**config.mk**
```make
export PLATFORM = sky130hd
export DESIGN_NAME = pcl_top
export DESIGN_NICKNAME = d
export VERILOG_FILES = /design/src/pcl_pkg.sv /design/src/pcl_top.sv
export SDC_FILE = /design/constraint.sdc
export NUM_CORES = 1
export LEC_CHECK = 0
export ABC_AREA = 1
export BUFFER_PORTS_ARGS = -buffer_cell sky130_fd_sc_hd__buf_2
export CAP_MARGIN = 10
export CELL_PAD_IN_SITES_DETAIL_PLACEMENT = 1
export CELL_PAD_IN_SITES_GLOBAL_PLACEMENT = 1
export CORE_ASPECT_RATIO = 0.5
export CORE_MARGIN = 4
export CORE_UTILIZATION = 38
export DETAILED_ROUTE_END_ITERATION = 8
export PLACE_DENSITY = 0.95
export RECOVER_POWER = 25
export SETUP_SLACK_MARGIN = 0.15
export SYNTH_ARGS = -nofsm -noshare
export SYNTH_HDL_FRONTEND = slang
export SYNTH_SLANG_ARGS = --single-unit
export TNS_END_PERCENT = 100
```
**constraint.sdc**
```tcl
create_clock -name ref_clk -period 3.3 [get_ports ref_clk]
set_input_delay 0.66 -clock ref_clk [delete_from_list [all_inputs] [get_ports ref_clk]]
set_output_delay 0.66 -clock ref_clk [all_outputs]
set_load 0.01 [all_outputs]
```
**src/pcl_pkg.sv**
```systemverilog
// Package with register map, field layout, reset values and carriers of the PLL config block
package pcl_pkg;

  // ****************************************
  // Register byte addresses
  // ****************************************
  localparam logic [7:0] PCL_ADDR_CTRL  = 8'h00;
  localparam logic [7:0] PCL_ADDR_BWC   = 8'h04;
  localparam logic [7:0] PCL_ADDR_MULH  = 8'h08;
  localparam logic [7:0] PCL_ADDR_MULL  = 8'h0C;
  localparam logic [7:0] PCL_ADDR_VRS   = 8'h10;
  localparam logic [7:0] PCL_ADDR_RDS   = 8'h14;

  // ****************************************
  // Control register fields
  // ****************************************
  localparam int PCL_CTRL_IE_BIT   = 7;
  localparam int PCL_CTRL_FLAG_BIT = 6;
  localparam int PCL_CTRL_ON_BIT   = 5;
  localparam int PCL_CTRL_BCS_BIT  = 4;
  localparam int PCL_CTRL_PRE_LSB  = 2;
  localparam int PCL_CTRL_VPR_LSB  = 0;

  // ****************************************
  // Bandwidth control register fields
  // ****************************************
  localparam int PCL_BWC_AUTO_BIT = 7;
  localparam int PCL_BWC_LOCK_BIT = 6;
  localparam int PCL_BWC_ACQ_BIT  = 5;

  // ****************************************
  // Reset values
  // ****************************************
  localparam logic       PCL_RST_ON   = 1'b1;
  localparam logic [3:0] PCL_RST_MULH = 4'h0;
  localparam logic [7:0] PCL_RST_MULL = 8'h40;
  localparam logic [7:0] PCL_RST_VRS  = 8'h40;
  localparam logic [3:0] PCL_RST_RDS  = 4'h1;

  // ****************************************
  // Carriers
  // ****************************************
  typedef struct packed {
    logic lock_detect;
    logic track_detect;
  } pcl_stat_t;

  typedef struct packed {
    logic        pll_power;
    logic        pll_enable;
    logic        base_clock_choice;
    logic [1:0]  prescale;
    logic [1:0]  vco_pow2;
    logic [11:0] feedback_factor;
    logic [7:0]  vco_range_factor;
    logic [3:0]  ref_divisor;
    logic        auto_mode;
    logic        capture_phase_select;
  } pcl_cfg_t;

endpackage : pcl_pkg

```
**src/pcl_top.sv**
```systemverilog
// PLL programming and lock status registers behind an APB slave
// Functional notes
// RULE_01: In auto mode lock bit is read-only and follows lock detector.
// RULE_02: Lock bit reads zero when auto is off; reset clears it.
// RULE_03: Software always writes zero to the lock bit position.
// RULE_04: In auto mode acquisition bit is read-only, shows tracking (1) or acquisition.
// RULE_05: In manual mode acquisition bit is read/write and drives loop mode.
// RULE_06: Manual acquisition value is kept during auto mode and restored after.
// RULE_07: Reset clears acquisition bit, loop starts in acquisition.
// RULE_08: Multiplier zero acts as one; reset loads 64.
// RULE_09: Multiplier bytes ignore writes while PLL is on.
// RULE_10: Upper nibble of multiplier high and divider registers reads zero.
// RULE_11: VCO range register ignores writes while PLL is on.
// RULE_12: Range zero disables PLL, clears and blocks base clock select.
// RULE_13: Reset loads VCO range factor of 64.
// RULE_14: Reference divider zero acts as one.
// RULE_15: Divider ignores writes while PLL on; reset divides by one.
// RULE_16: In auto mode each lock change sets flag; enable raises interrupt.
// RULE_17: Flag sets on lock change whatever the interrupt enable.
// RULE_18: Auto off suppresses interrupt and flag reads zero.
// RULE_19: Base clock select accepted even when unlocked.
// RULE_20: Wait mode changes no setting; only software writes change them.
// RULE_21: In break with clear enable low, control reads keep the flag.
// RULE_22: A read of the control register clears the flag, except as in RULE_21.
// RULE_23: Select refused while PLL off; PLL off refused while select set.
// RULE_24: Multiplier is 12 bits, high register bits 11:8, low 7:0.
//
// Local design decisions: the register addresses and the APB slave port.
`timescale 1ns/1ns

module pcl_top
  import pcl_pkg::*;
(
  input  wire logic        ref_clk,
  input  wire logic        rst,
  input  wire logic        psel,
  input  wire logic        penable,
  input  wire logic        pwrite,
  input  wire logic [7:0]  paddr,
  input  wire logic [31:0] pwdata,
  output logic [31:0]      prdata,
  output logic             pready,
  output logic             pslverr,
  input  wire pcl_stat_t   pll_stat,
  input  wire logic        break_state,
  input  wire logic        break_flag_clear_enable,
  output pcl_cfg_t         pll_cfg,
  output logic             pll_irq
);

  // ****************************************
  // State
  // ****************************************
  logic        pll_irq_enable_q;
  logic        pll_irq_enable_d;
  logic        pll_change_flag_q;
  logic        pll_change_flag_d;
  logic        pll_power_q;
  logic        pll_power_d;
  logic        base_clock_choice_q;
  logic        base_clock_choice_d;
  logic [1:0]  prescale_q;
  logic [1:0]  prescale_d;
  logic [1:0]  vco_pow2_q;
  logic [1:0]  vco_pow2_d;
  logic        auto_q;
  logic        auto_d;
  logic        lock_q;
  logic        lock_d;
  logic        acq_manual_q;
  logic        acq_manual_d;
  logic [3:0]  mul_high_q;
  logic [3:0]  mul_high_d;
  logic [7:0]  mul_low_q;
  logic [7:0]  mul_low_d;
  logic [7:0]  vco_range_factor_q;
  logic [7:0]  vco_range_factor_d;
  logic [3:0]  ref_divisor_q;
  logic [3:0]  ref_divisor_d;
  logic [31:0] rdata_q;
  logic [31:0] rdata_d;
  pcl_cfg_t    cfg_q;
  pcl_cfg_t    cfg_d;
  logic        irq_q;
  logic        irq_d;

  logic        setup_rd;
  logic        wr_done;
  logic        rd_done;
  logic        mapped;
  logic        sel_ctrl;
  logic        sel_bwc;
  logic        sel_mulh;
  logic        sel_mull;
  logic        sel_vrs;
  logic        sel_rds;
  logic        bcs_set_ok;
  logic        power_hold;
  logic [7:0]  wbyte;
  logic [7:0]  rd_byte;
  logic        capture_phase;
  logic [11:0] feedback_raw;

  // ****************************************
  // APB decode
  // ****************************************
  assign setup_rd = psel && !penable && !pwrite;
  assign wr_done  = psel && penable && pwrite;
  assign rd_done  = psel && penable && !pwrite;
  assign wbyte    = pwdata[7:0];
  assign pready   = 1'b1;
  assign prdata   = rdata_q;

  always_comb begin
    sel_ctrl = 1'b0;
    sel_bwc  = 1'b0;
    sel_mulh = 1'b0;
    sel_mull = 1'b0;
    sel_vrs  = 1'b0;
    sel_rds  = 1'b0;
    if (paddr == PCL_ADDR_CTRL) begin
      sel_ctrl = 1'b1;
    end else if (paddr == PCL_ADDR_BWC) begin
      sel_bwc = 1'b1;
    end else if (paddr == PCL_ADDR_MULH) begin
      sel_mulh = 1'b1;
    end else if (paddr == PCL_ADDR_MULL) begin
      sel_mull = 1'b1;
    end else if (paddr == PCL_ADDR_VRS) begin
      sel_vrs = 1'b1;
    end else if (paddr == PCL_ADDR_RDS) begin
      sel_rds = 1'b1;
    end
  end

  assign mapped  = sel_ctrl || sel_bwc || sel_mulh || sel_mull || sel_vrs || sel_rds;
  assign pslverr = psel && penable && !mapped;

  // Loop mode: detector in auto, stored manual value otherwise
  assign capture_phase = auto_q ? pll_stat.track_detect : acq_manual_q; // RULE_04 RULE_05
  assign feedback_raw  = {mul_high_d, mul_low_d}; // RULE_24

  // ****************************************
  // Read data, captured in the setup phase
  // ****************************************
  always_comb begin
    rd_byte = 8'h00;
    if (sel_ctrl) begin
      rd_byte[PCL_CTRL_IE_BIT]       = pll_irq_enable_q && auto_q;
      rd_byte[PCL_CTRL_FLAG_BIT]     = pll_change_flag_q && auto_q; // RULE_18
      rd_byte[PCL_CTRL_ON_BIT]       = pll_power_q;
      rd_byte[PCL_CTRL_BCS_BIT]      = base_clock_choice_q;
      rd_byte[PCL_CTRL_PRE_LSB +: 2] = prescale_q;
      rd_byte[PCL_CTRL_VPR_LSB +: 2] = vco_pow2_q;
    end else if (sel_bwc) begin
      rd_byte[PCL_BWC_AUTO_BIT] = auto_q;
      rd_byte[PCL_BWC_LOCK_BIT] = lock_q && auto_q; // RULE_01 RULE_02
      rd_byte[PCL_BWC_ACQ_BIT]  = capture_phase; // RULE_04 RULE_05
    end else if (sel_mulh) begin
      rd_byte[3:0] = mul_high_q; // RULE_10
    end else if (sel_mull) begin
      rd_byte = mul_low_q;
    end else if (sel_vrs) begin
      rd_byte = vco_range_factor_q;
    end else if (sel_rds) begin
      rd_byte[3:0] = ref_divisor_q; // RULE_10
    end
  end

  always_comb begin
    rdata_d = rdata_q;
    if (setup_rd) begin
      rdata_d = {24'h00_0000, rd_byte};
    end
  end

  // ****************************************
  // Control register next state
  // ****************************************
  assign bcs_set_ok = pll_power_q && (vco_range_factor_q != 8'h00); // RULE_12 RULE_23
  assign power_hold = base_clock_choice_q; // RULE_23

  always_comb begin
    pll_irq_enable_d    = pll_irq_enable_q;
    pll_power_d         = pll_power_q;
    base_clock_choice_d = base_clock_choice_q;
    prescale_d          = prescale_q;
    vco_pow2_d          = vco_pow2_q;
    if (wr_done && sel_ctrl) begin
      if (auto_q) begin
        pll_irq_enable_d = wbyte[PCL_CTRL_IE_BIT];
      end
      if (!(power_hold && !wbyte[PCL_CTRL_ON_BIT])) begin
        pll_power_d = wbyte[PCL_CTRL_ON_BIT]; // RULE_23
      end
      if (!wbyte[PCL_CTRL_BCS_BIT]) begin
        base_clock_choice_d = 1'b0;
      end else if (bcs_set_ok) begin
        base_clock_choice_d = 1'b1; // RULE_19 RULE_23 RULE_12
      end
      if (!pll_power_q) begin
        prescale_d = wbyte[PCL_CTRL_PRE_LSB +: 2];
        vco_pow2_d = wbyte[PCL_CTRL_VPR_LSB +: 2];
      end
    end
    if (vco_range_factor_q == 8'h00) begin
      base_clock_choice_d = 1'b0; // RULE_12
    end
    if (!auto_q) begin
      pll_irq_enable_d = 1'b0;
    end
  end

  // ****************************************
  // Bandwidth control next state
  // ****************************************
  always_comb begin
    auto_d       = auto_q;
    acq_manual_d = acq_manual_q;
    if (wr_done && sel_bwc) begin
      auto_d = wbyte[PCL_BWC_AUTO_BIT];
      if (!auto_q) begin
        acq_manual_d = wbyte[PCL_BWC_ACQ_BIT]; // RULE_05 RULE_06
      end
      // Lock bit position is a test hook; writes there are dropped
      // RULE_03
    end
  end

  // ****************************************
  // Divider programming next state
  // ****************************************
  always_comb begin
    mul_high_d         = mul_high_q;
    mul_low_d          = mul_low_q;
    vco_range_factor_d = vco_range_factor_q;
    ref_divisor_d      = ref_divisor_q;
    if (wr_done && !pll_power_q) begin // RULE_09 RULE_11 RULE_15
      if (sel_mulh) begin
        mul_high_d = wbyte[3:0]; // RULE_10 RULE_24
      end else if (sel_mull) begin
        mul_low_d = wbyte;
      end else if (sel_vrs) begin
        vco_range_factor_d = wbyte;
      end else if (sel_rds) begin
        ref_divisor_d = wbyte[3:0]; // RULE_10
      end
    end
  end

  // ****************************************
  // Lock change flag next state
  // ****************************************
  always_comb begin
    pll_change_flag_d = pll_change_flag_q;
    // Clear only what the read returned, so a later set is not lost
    if (rd_done && sel_ctrl && rdata_q[PCL_CTRL_FLAG_BIT]) begin // RULE_22
      if (!break_state || break_flag_clear_enable) begin // RULE_21
        pll_change_flag_d = 1'b0;
      end
    end
    if (auto_q && (lock_d != lock_q)) begin
      pll_change_flag_d = 1'b1; // RULE_16 RULE_17
    end
    if (!auto_q) begin
      pll_change_flag_d = 1'b0; // RULE_18
    end
  end

  // Lock indicator follows the detector only in auto mode
  assign lock_d = auto_q ? pll_stat.lock_detect : 1'b0; // RULE_01 RULE_02

  // ****************************************
  // Outputs to the analog loop
  // ****************************************
  always_comb begin
    cfg_d.pll_power            = pll_power_d;
    cfg_d.pll_enable           = pll_power_d && (vco_range_factor_d != 8'h00); // RULE_12
    cfg_d.base_clock_choice    = base_clock_choice_d;
    cfg_d.prescale             = prescale_d;
    cfg_d.vco_pow2             = vco_pow2_d;
    cfg_d.feedback_factor      = (feedback_raw == 12'h000) ? 12'h001 : feedback_raw; // RULE_08
    cfg_d.vco_range_factor     = vco_range_factor_d;
    cfg_d.ref_divisor          = (ref_divisor_d == 4'h0) ? 4'h1 : ref_divisor_d; // RULE_14
    cfg_d.auto_mode            = auto_d;
    cfg_d.capture_phase_select = auto_d ? pll_stat.track_detect : acq_manual_d;
    irq_d = auto_d && pll_irq_enable_d && pll_change_flag_d; // RULE_16 RULE_18
  end

  assign pll_cfg = cfg_q;
  assign pll_irq = irq_q;

  // ****************************************
  // Registers
  // ****************************************
  // No wait mode input: standby leaves every setting as it is // RULE_20
  always_ff @(posedge ref_clk or posedge rst) begin
    if (rst) begin
      pll_irq_enable_q    <= 1'b0;
      pll_change_flag_q   <= 1'b0;
      pll_power_q         <= PCL_RST_ON;
      base_clock_choice_q <= 1'b0;
      prescale_q          <= 2'h0;
      vco_pow2_q          <= 2'h0;
    end else begin
      pll_irq_enable_q    <= pll_irq_enable_d;
      pll_change_flag_q   <= pll_change_flag_d;
      pll_power_q         <= pll_power_d;
      base_clock_choice_q <= base_clock_choice_d;
      prescale_q          <= prescale_d;
      vco_pow2_q          <= vco_pow2_d;
    end
  end

  // ****************************************
  // Bandwidth control registers
  // ****************************************
  always_ff @(posedge ref_clk or posedge rst) begin
    if (rst) begin
      auto_q       <= 1'b0;
      lock_q       <= 1'b0; // RULE_02
      acq_manual_q <= 1'b0; // RULE_07
    end else begin
      auto_q       <= auto_d;
      lock_q       <= lock_d;
      acq_manual_q <= acq_manual_d;
    end
  end

  // ****************************************
  // Divider programming registers
  // ****************************************
  always_ff @(posedge ref_clk or posedge rst) begin
    if (rst) begin
      mul_high_q         <= PCL_RST_MULH; // RULE_08
      mul_low_q          <= PCL_RST_MULL; // RULE_08
      vco_range_factor_q <= PCL_RST_VRS; // RULE_13
      ref_divisor_q      <= PCL_RST_RDS; // RULE_15
    end else begin
      mul_high_q         <= mul_high_d;
      mul_low_q          <= mul_low_d;
      vco_range_factor_q <= vco_range_factor_d;
      ref_divisor_q      <= ref_divisor_d;
    end
  end

  // ****************************************
  // Read data register
  // ****************************************
  always_ff @(posedge ref_clk or posedge rst) begin
    if (rst) begin
      rdata_q <= 32'h0000_0000;
    end else begin
      rdata_q <= rdata_d;
    end
  end

  // ****************************************
  // Output registers
  // ****************************************
  always_ff @(posedge ref_clk or posedge rst) begin
    if (rst) begin
      cfg_q.pll_power            <= PCL_RST_ON;
      cfg_q.pll_enable           <= PCL_RST_ON;
      cfg_q.base_clock_choice    <= 1'b0;
      cfg_q.prescale             <= 2'h0;
      cfg_q.vco_pow2             <= 2'h0;
      cfg_q.feedback_factor      <= {PCL_RST_MULH, PCL_RST_MULL};
      cfg_q.vco_range_factor     <= PCL_RST_VRS;
      cfg_q.ref_divisor          <= PCL_RST_RDS;
      cfg_q.auto_mode            <= 1'b0;
      cfg_q.capture_phase_select <= 1'b0;
      irq_q                      <= 1'b0;
    end else begin
      cfg_q <= cfg_d;
      irq_q <= irq_d;
    end
  end

endmodule : pcl_top

```
==> results.yml, run 1 <==
clocking:
  clock_sinks: 62
  post_cts_buffers: 0
  cts_tree: "done"
  cts_max_level: 3
  cts_resized: 0
  cts_hold_buf: 0
  clk_path_buf_depth: 2
  root_buffer: "clkbuf_16"
  insertion_delay_ns: 0.33
  tritoncts.num_buffers: 9
  clk_pin_slew_worst_paths_ns: 0.05
sta:
  fmax_mhz: 390
  totalNegativeSetupSlack_ns: 0
  setup_viol: 0
  period_share: 0.777
  timing.slew.headroom: 0.332
  hold_viol_final: 0
  holdWs_ns: 0.515
  grt_setup_unrepaired: "no"
  worst_slack_ns: 0.737
  fin_worst_skew_ns: 0.00911
  drv_slew: 0
  tightest_slew_ns: 1.00
  period_needed_ns: 2.56
placed_design:
  place.gp.congestion: 0.818
  dp.cells: 537
  place_hpwl_um: 6700
  port_buffers: 67
  place_ws_ns: 0.769
cells_and_area:
  nNetsFinal: 485
  area_growth_pct: 19.7
  stdcell_count: 553
  drive_above_1_share: 0.277
  diodes: 0
  final_util: 0.469
detailed_routing:
  drt-pass1-iter-count: 5
  ant_nets: 0
  drc: 0
  vias_per_cell: 5.16
  drt_iter0_markers: 220
  vias: 2853
  avgRoutedWirePerCell_um: 18.8
  drt-total-wl_um: 10400
min_path:
  min_path_type: "flip-flop to flip-flop"
  worstHoldPathCells: 2
  hold_end: "pll_cfg[27]"
  hp-start: "pll_cfg[27]"
setup_path:
  max_stage_delay_ns: 0.36
  start_kind: "primary input"
  critPathTopFamily: "simple AND/OR/NAND/NOR gates"
  r2r.worst_path.cells: 9
  critPathKind: "primary input to output pin"
  crit_chain: "buf_2, nor2_2, nand2_2, nor2_4, inv_2, nand4_1, nor3_1, buf_2"
  regToRegEndpoint: "pll_cfg[31]"
  slowest_stage: "nor2_4"
  cp_max_fo: 12
  end_kind: "output pin"
  required_ns: 2.64
  critPathBufInv: 3
  r2r_start: "pll_cfg[32]"
  r2r_slack_ns: 1.45
  crit_arrival_ns: 1.90
  crit_top_cell: "buf_2"
  cp_num_cells: 8
synthesis:
  synth.avg_cell_area_um2: 8.55
  synth_warnings: 0
  yosysSeqAreaShare: 0.498
  synth_top_family_by_area: "simple AND/OR/NAND/NOR gates"
  synth_compound_area_frac: 0.113
  synthesis.area_um2: 3130
  synth_simple_gate_area_share: 0.223
  synthMuxAreaShare: 0
  ys_types: 34
  synth-xor-area-share: 0
  ys_ff_latch: 62
  synth-adder-area-share: 0
  syn_inst: 366
grt:
  grt_pass1_vias: 2971
  grt_pass1_wl_um: 16700
  overflow: 0
  antenna_found_initial: 0
  grt_max_degree: 25
  grt_usage: 0.223
run_status:
  status: "finished clean"
floorplanning:
  die_area_um2: 9840
  die_h_um: 72.2
  die_w_um: 136
  io_pins: 117
  start_util: 0.391
  rows: 23
  core-area_um2: 8000
pwr:
  p_leak_nw: 1.91
  power_density_nw_per_um2: 497
  peakVddDrop_mv: 0.321
job:
  drv_cap: 0
-- cells in the final DEF, fill, tap and decap left out, drive strengths merged --
| master | Yosys | final |
|---|---|---|
| a21oi | 15 | 15 |
| nor2 | 32 | 32 |
| clkinv | 1 | 6 |
| nand4 | 9 | 9 |
| dfstp | 7 | 7 |
| buf | 34 | 70 |
| clkbuf | 1 | 11 |
| a31oi | 3 | 3 |
| nor4 | 2 | 2 |
| o221a | 1 | 1 |
| bufinv | 0 | 1 |
| o21ai | 32 | 32 |
| a221oi | 3 | 3 |
| nand2 | 80 | 80 |
| or2 | 2 | 2 |
| conb | 2 | 25 |
| o21a | 1 | 1 |
| dfrtp | 55 | 55 |
| nand3 | 10 | 10 |
| o22ai | 5 | 5 |
| inv | 66 | 66 |
| nor3 | 5 | 5 |
-- report_power, final --
part	leakage (nW)	switching [W]	internal, W
logic	1.08	0.0000958	0.0000406
registers	0.690	0.0000147	0.000780
clock network	0.146	0.000349	0.000582
total	1.91	0.000460	0.00140
-- Yosys cell counts (all sizes together) --
master	count	share of area
or2	2	0.0040
clkinv	1	0.0012
inv	66	0.079
nor2	32	0.052
a31oi	3	0.0060
clkbuf	1	0.0012
nor4	2	0.0040
a21oi	15	0.024
nor3	5	0.012
dfrtp	55	0.44
dfstp	7	0.059
nand2	80	0.10
o221a	1	0.0036
o21ai	32	0.058
o22ai	5	0.010
o21a	1	0.0024
a221oi	3	0.0084
buf	34	0.082
nand3	10	0.029
conb	2	0.0024
nand4	9	0.018
-- registers in the layout, indices dropped and copies added, names as in the netlist --
name / cells
acq_manual_q: 1
lock_q: 1
mul_high_q: 4
mul_low_q: 8
pll_cfg: 33
pll_change_flag_q: 1
pll_irq: 1
pll_irq_enable_q: 1
prdata: 8
ref_divisor_q: 4
-- cell families after synthesis --
| kind of cell | after synthesis |
|---|---|
| AO/OA/AOI/OAI | 60 |
| other | 2 |
| flip-flops | 62 |
| AND/OR/NAND/NOR | 140 |
| buffers and inverters | 102 |
-- worst max path at each step --
stage                     startpoint            to  slack (ns)
final                       paddr[7]       pslverr        0.74
after global routing        paddr[7]       pslverr        0.66
after CTS                   paddr[7]       pslverr        0.75
after detailed placement    paddr[7]       pslverr        0.77
after global placement      paddr[7]       pslverr        0.79
after floorplan                  rst  acq_manual_q        1.11
-- layout make-up --
class	instances	area [um2]
multi-input combinational	225	1140
tap	112	140
fill	1001	4250
clock inverter	6	62.6
clock buffer	10	229
timing repair buffer	71	362
sequential	62	1560
inverter	67	251
-- worst min-delay path, delay by kind of cell, from the launching register on --
| kind | cells | cell delay (ns) |
|---|---|---|
| flops | 1 | 0.36 |
| simple gates | 1 | 0.06 |
| compound gates | 1 | 0.06 |
-- layer usage --
metal | vias to the layer above | track usage | wire length, um
li1 | 1236 | - | -
met1 | 1430 | 0.296 | 4490
met2 | 154 | 0.356 | 4780
met3 | 33 | 0.0547 | 811
met4 | 0 | 0.0849 | 330
met5 | - | 0 | 0
-- stage by stage --
step,power (W),cell area [um2]
6_report,0.00186,3750
5_1_grt,0.00193,3750
4_1_cts,0.00188,3750
3_5_place_dp,0.000938,3460
3_3_place_gp,0.000931,3460
2_1_floorplan,0.000899,3220
Note: power is estimated with default switching activity, not from simulation.
==> run 2: changes to the inputs <==
ABC_AREA = 0   (was 1)
PLACE_DENSITY = 0.92   (was 0.95)
clock period = 2.6 ns   (was 3.3 ns; I/O delays follow)
==> run 2 against run 1 <==
Net effect:
- die area increased by 3.0%
- clock power increased by 19%
- cell count decreased by 15%
- power up 24%
- sequential power up 26%
- hold slack got worse by 0.093 ns
- register-to-register slack got worse by 0.71 ns
- critical path depth is 4 lower
- synthesized area is 3.3% higher
==> results.yml, run 2 <==
sta:
  fin_worst_skew_ns: 0.00530
  timing.slew.headroom: 0.249
  hold_viol_final: 0
  tightest_slew_ns: 1.13
  holdWs_ns: 0.423
  grt_setup_unrepaired: "no"
  totalNegativeSetupSlack_ns: 0
  setup_viol: 0
  worst_slack_ns: 0.563
  fmax_mhz: 491
  period_needed_ns: 2.04
  period_share: 0.783
  drv_slew: 0
pwr:
  peakVddDrop_mv: 0.244
  p_leak_nw: 2.00
  power_density_nw_per_um2: 601
min_path:
  hold_end: "lock_q"
  min_path_type: "primary input to flip-flop"
  hp-start: "pll_stat[1]"
  worstHoldPathCells: 2
placed_design:
  post_dp_cell_area_um2: 3590
  port_buffers: 67
  dp.cells: 456
  place_ws_ns: 0.388
  place_hpwl_um: 6610
  place.gp.congestion: 0.794
clocking:
  cts_resized: 0
  insertion_delay_ns: 0.34
  cts_tree: "done"
  clock_sinks: 62
  clk_pin_slew_worst_paths_ns: 0.05
  root_buffer: "clkbuf_16"
  tritoncts.num_buffers: 9
  cts_max_level: 3
  post_cts_buffers: 0
  cts_hold_buf: 0
  clk_path_buf_depth: 2
synthesis:
  netlist_top_cells_count: "dfrtp_1 (55), mux2_2 (43), buf_4 (28), nor2_1 (17), nand2_1 (13)"
  synth_edf_count: 0
  synth-async-reset-ratio: 1.00
  ys_types: 48
  synth.avg_cell_area_um2: 11.2
  synth_warnings: 0
  ys_ff_latch: 62
  synthFlopType: "dfrtp_1"
  yosysSeqAreaShare: 0.482
  synth_area_leaders: "dfrtp_1 (43%), mux2_2 (15%), buf_4 (6.5%)"
  syn_inst: 290
  yosys.area.top_type_share: 0.426
  synth_most_common_cell: "dfrtp_1"
  synthesis.area_um2: 3230
  synth_top_cell_by_area: "dfrtp_1"
run_status:
  status: "finished clean"
grt:
  overflow: 0
  grt_pass1_vias: 2846
  antenna_found_initial: 0
  grt_usage: 0.212
  grt_pass1_wl_um: 16400
  grt_max_degree: 35
floorplanning:
  start_util: 0.397
  die_w_um: 138
  core-area_um2: 8140
  io_pins: 117
  die_h_um: 73.2
  die_area_um2: 10100
  rows: 23
detailed_routing:
  drt-total-wl_um: 10600
  avgRoutedWirePerCell_um: 22.5
  drt-pass1-iter-count: 5
  vias: 2721
  drt_iter0_markers: 249
  vias_per_cell: 5.76
  drc: 0
  ant_nets: 0
cells_and_area:
  multiInputGateArea_um2: 1470
  area_growth_pct: 19.2
  stdcell_count: 472
  nNetsFinal: 404
  seq_area_um2: 1560
  diodes: 0
  layout_commonest_cell: "buf_2"
  n_fill_cell: 900
  largest_reg_flops: 33
  stdcell_area_um2: 3850
  drive_above_1_share: 0.411
  layout_common_cells: "buf_2 (67), dfrtp_1 (55), mux2_2 (43), conb_1 (25), nor2_1 (17)"
setup_path:
  slowest_stage: "nor3_2"
  regToRegEndpoint: "pll_cfg[14]"
  start_kind: "primary input"
  crit_chain: "buf_2, nor3_2, a31oi_1, buf_2"
  crit_arrival_ns: 1.52
  cp_max_fo: 8
  max_stage_delay_ns: 0.52
  r2r_slack_ns: 0.74
  end_kind: "output pin"
  critPathKind: "primary input to output pin"
  crit_top_cell: "buf_2"
  r2r.worst_path.cells: 5
  r2r_start: "pll_cfg[32]"
  required_ns: 2.08
job:
  drv_cap: 0
==> run 2: changes by cell type after synthesis, sizes merged, moves of 4 or more <==
cell	before	now
nand2	80	13
inv	66	4
mux2	0	44
o21ai	32	10
nor2	32	17
clkbuf	1	12
mux2i	0	8
a22oi	0	5
nand4	9	4
a21o	0	4
a21oi	15	11
a22o	0	4
and3	0	4
==> run 2: power breakdown <==
group          switching, W  internal (W)
sequential        0.0000157      0.000986
clock              0.000465      0.000649
combinational      0.000142     0.0000605
==> run 2: final cells by class <==
type                       instances  share of cell area
sequential                        62               0.405
multi-input combinational        203               0.381
timing repair buffer              75               0.102
clock buffer                      10              0.0594
tap                              112              0.0364
clock inverter                     6              0.0123
inverter                           4             0.00389
==> run 2: kinds of logic (layout without fill, tap and decap cells) <==
logic type             after synthesis  after routing  share of synthesized area
multiplexers                        52             52                      0.179
other                                2             25                    0.00232
buffers and inverters               48             95                     0.0897
XOR/XNOR                             1              1                    0.00271
flip-flops                          62             62                      0.482
AO/OA/AOI/OAI                       53             53                      0.109
AND/OR/NAND/NOR                     72             72                      0.135
==> run 2: worst max-delay path by stage <==
stage	startpoint	to	slack [ns]	cells past startpoint
finish	paddr[5]	pslverr	0.56	4
global route	rst	pll_irq_enable_q	0.31	3
CTS	paddr[5]	pslverr	0.58	4
detailed placement	paddr[3]	pll_irq	0.39	5
global placement	paddr[3]	pll_irq	0.47	5
floorplan	rst	acq_manual_q	0.55	1
==> run 2: critical path: cells and delay by family <==
family                 cells  cell delay [ns]
buffers and inverters      2             0.31
AND/OR/NAND/NOR            1             0.52
AO/OA/AOI/OAI              1             0.17
==> run 2: metal layers <==
layer  global-route usage  vias to the layer above  wire length (um)
li1                     -                     1144                 -
met1                0.239                     1362              4060
met2                0.379                      176              5420
met3               0.0668                       39               789
met4               0.0920                        0               363
met5                    0                        -                 0
==> run 2: per-stage QoR <==
| stage | total power, W | util |
|---|---|---|
| floorplan | 0.00116 | - |
| global placement | 0.00120 | 0.441 |
| detailed placement | 0.00121 | 0.441 |
| CTS | 0.00233 | 0.475 |
| global route | 0.00239 | 0.473 |
| finish | 0.00232 | 0.473 |
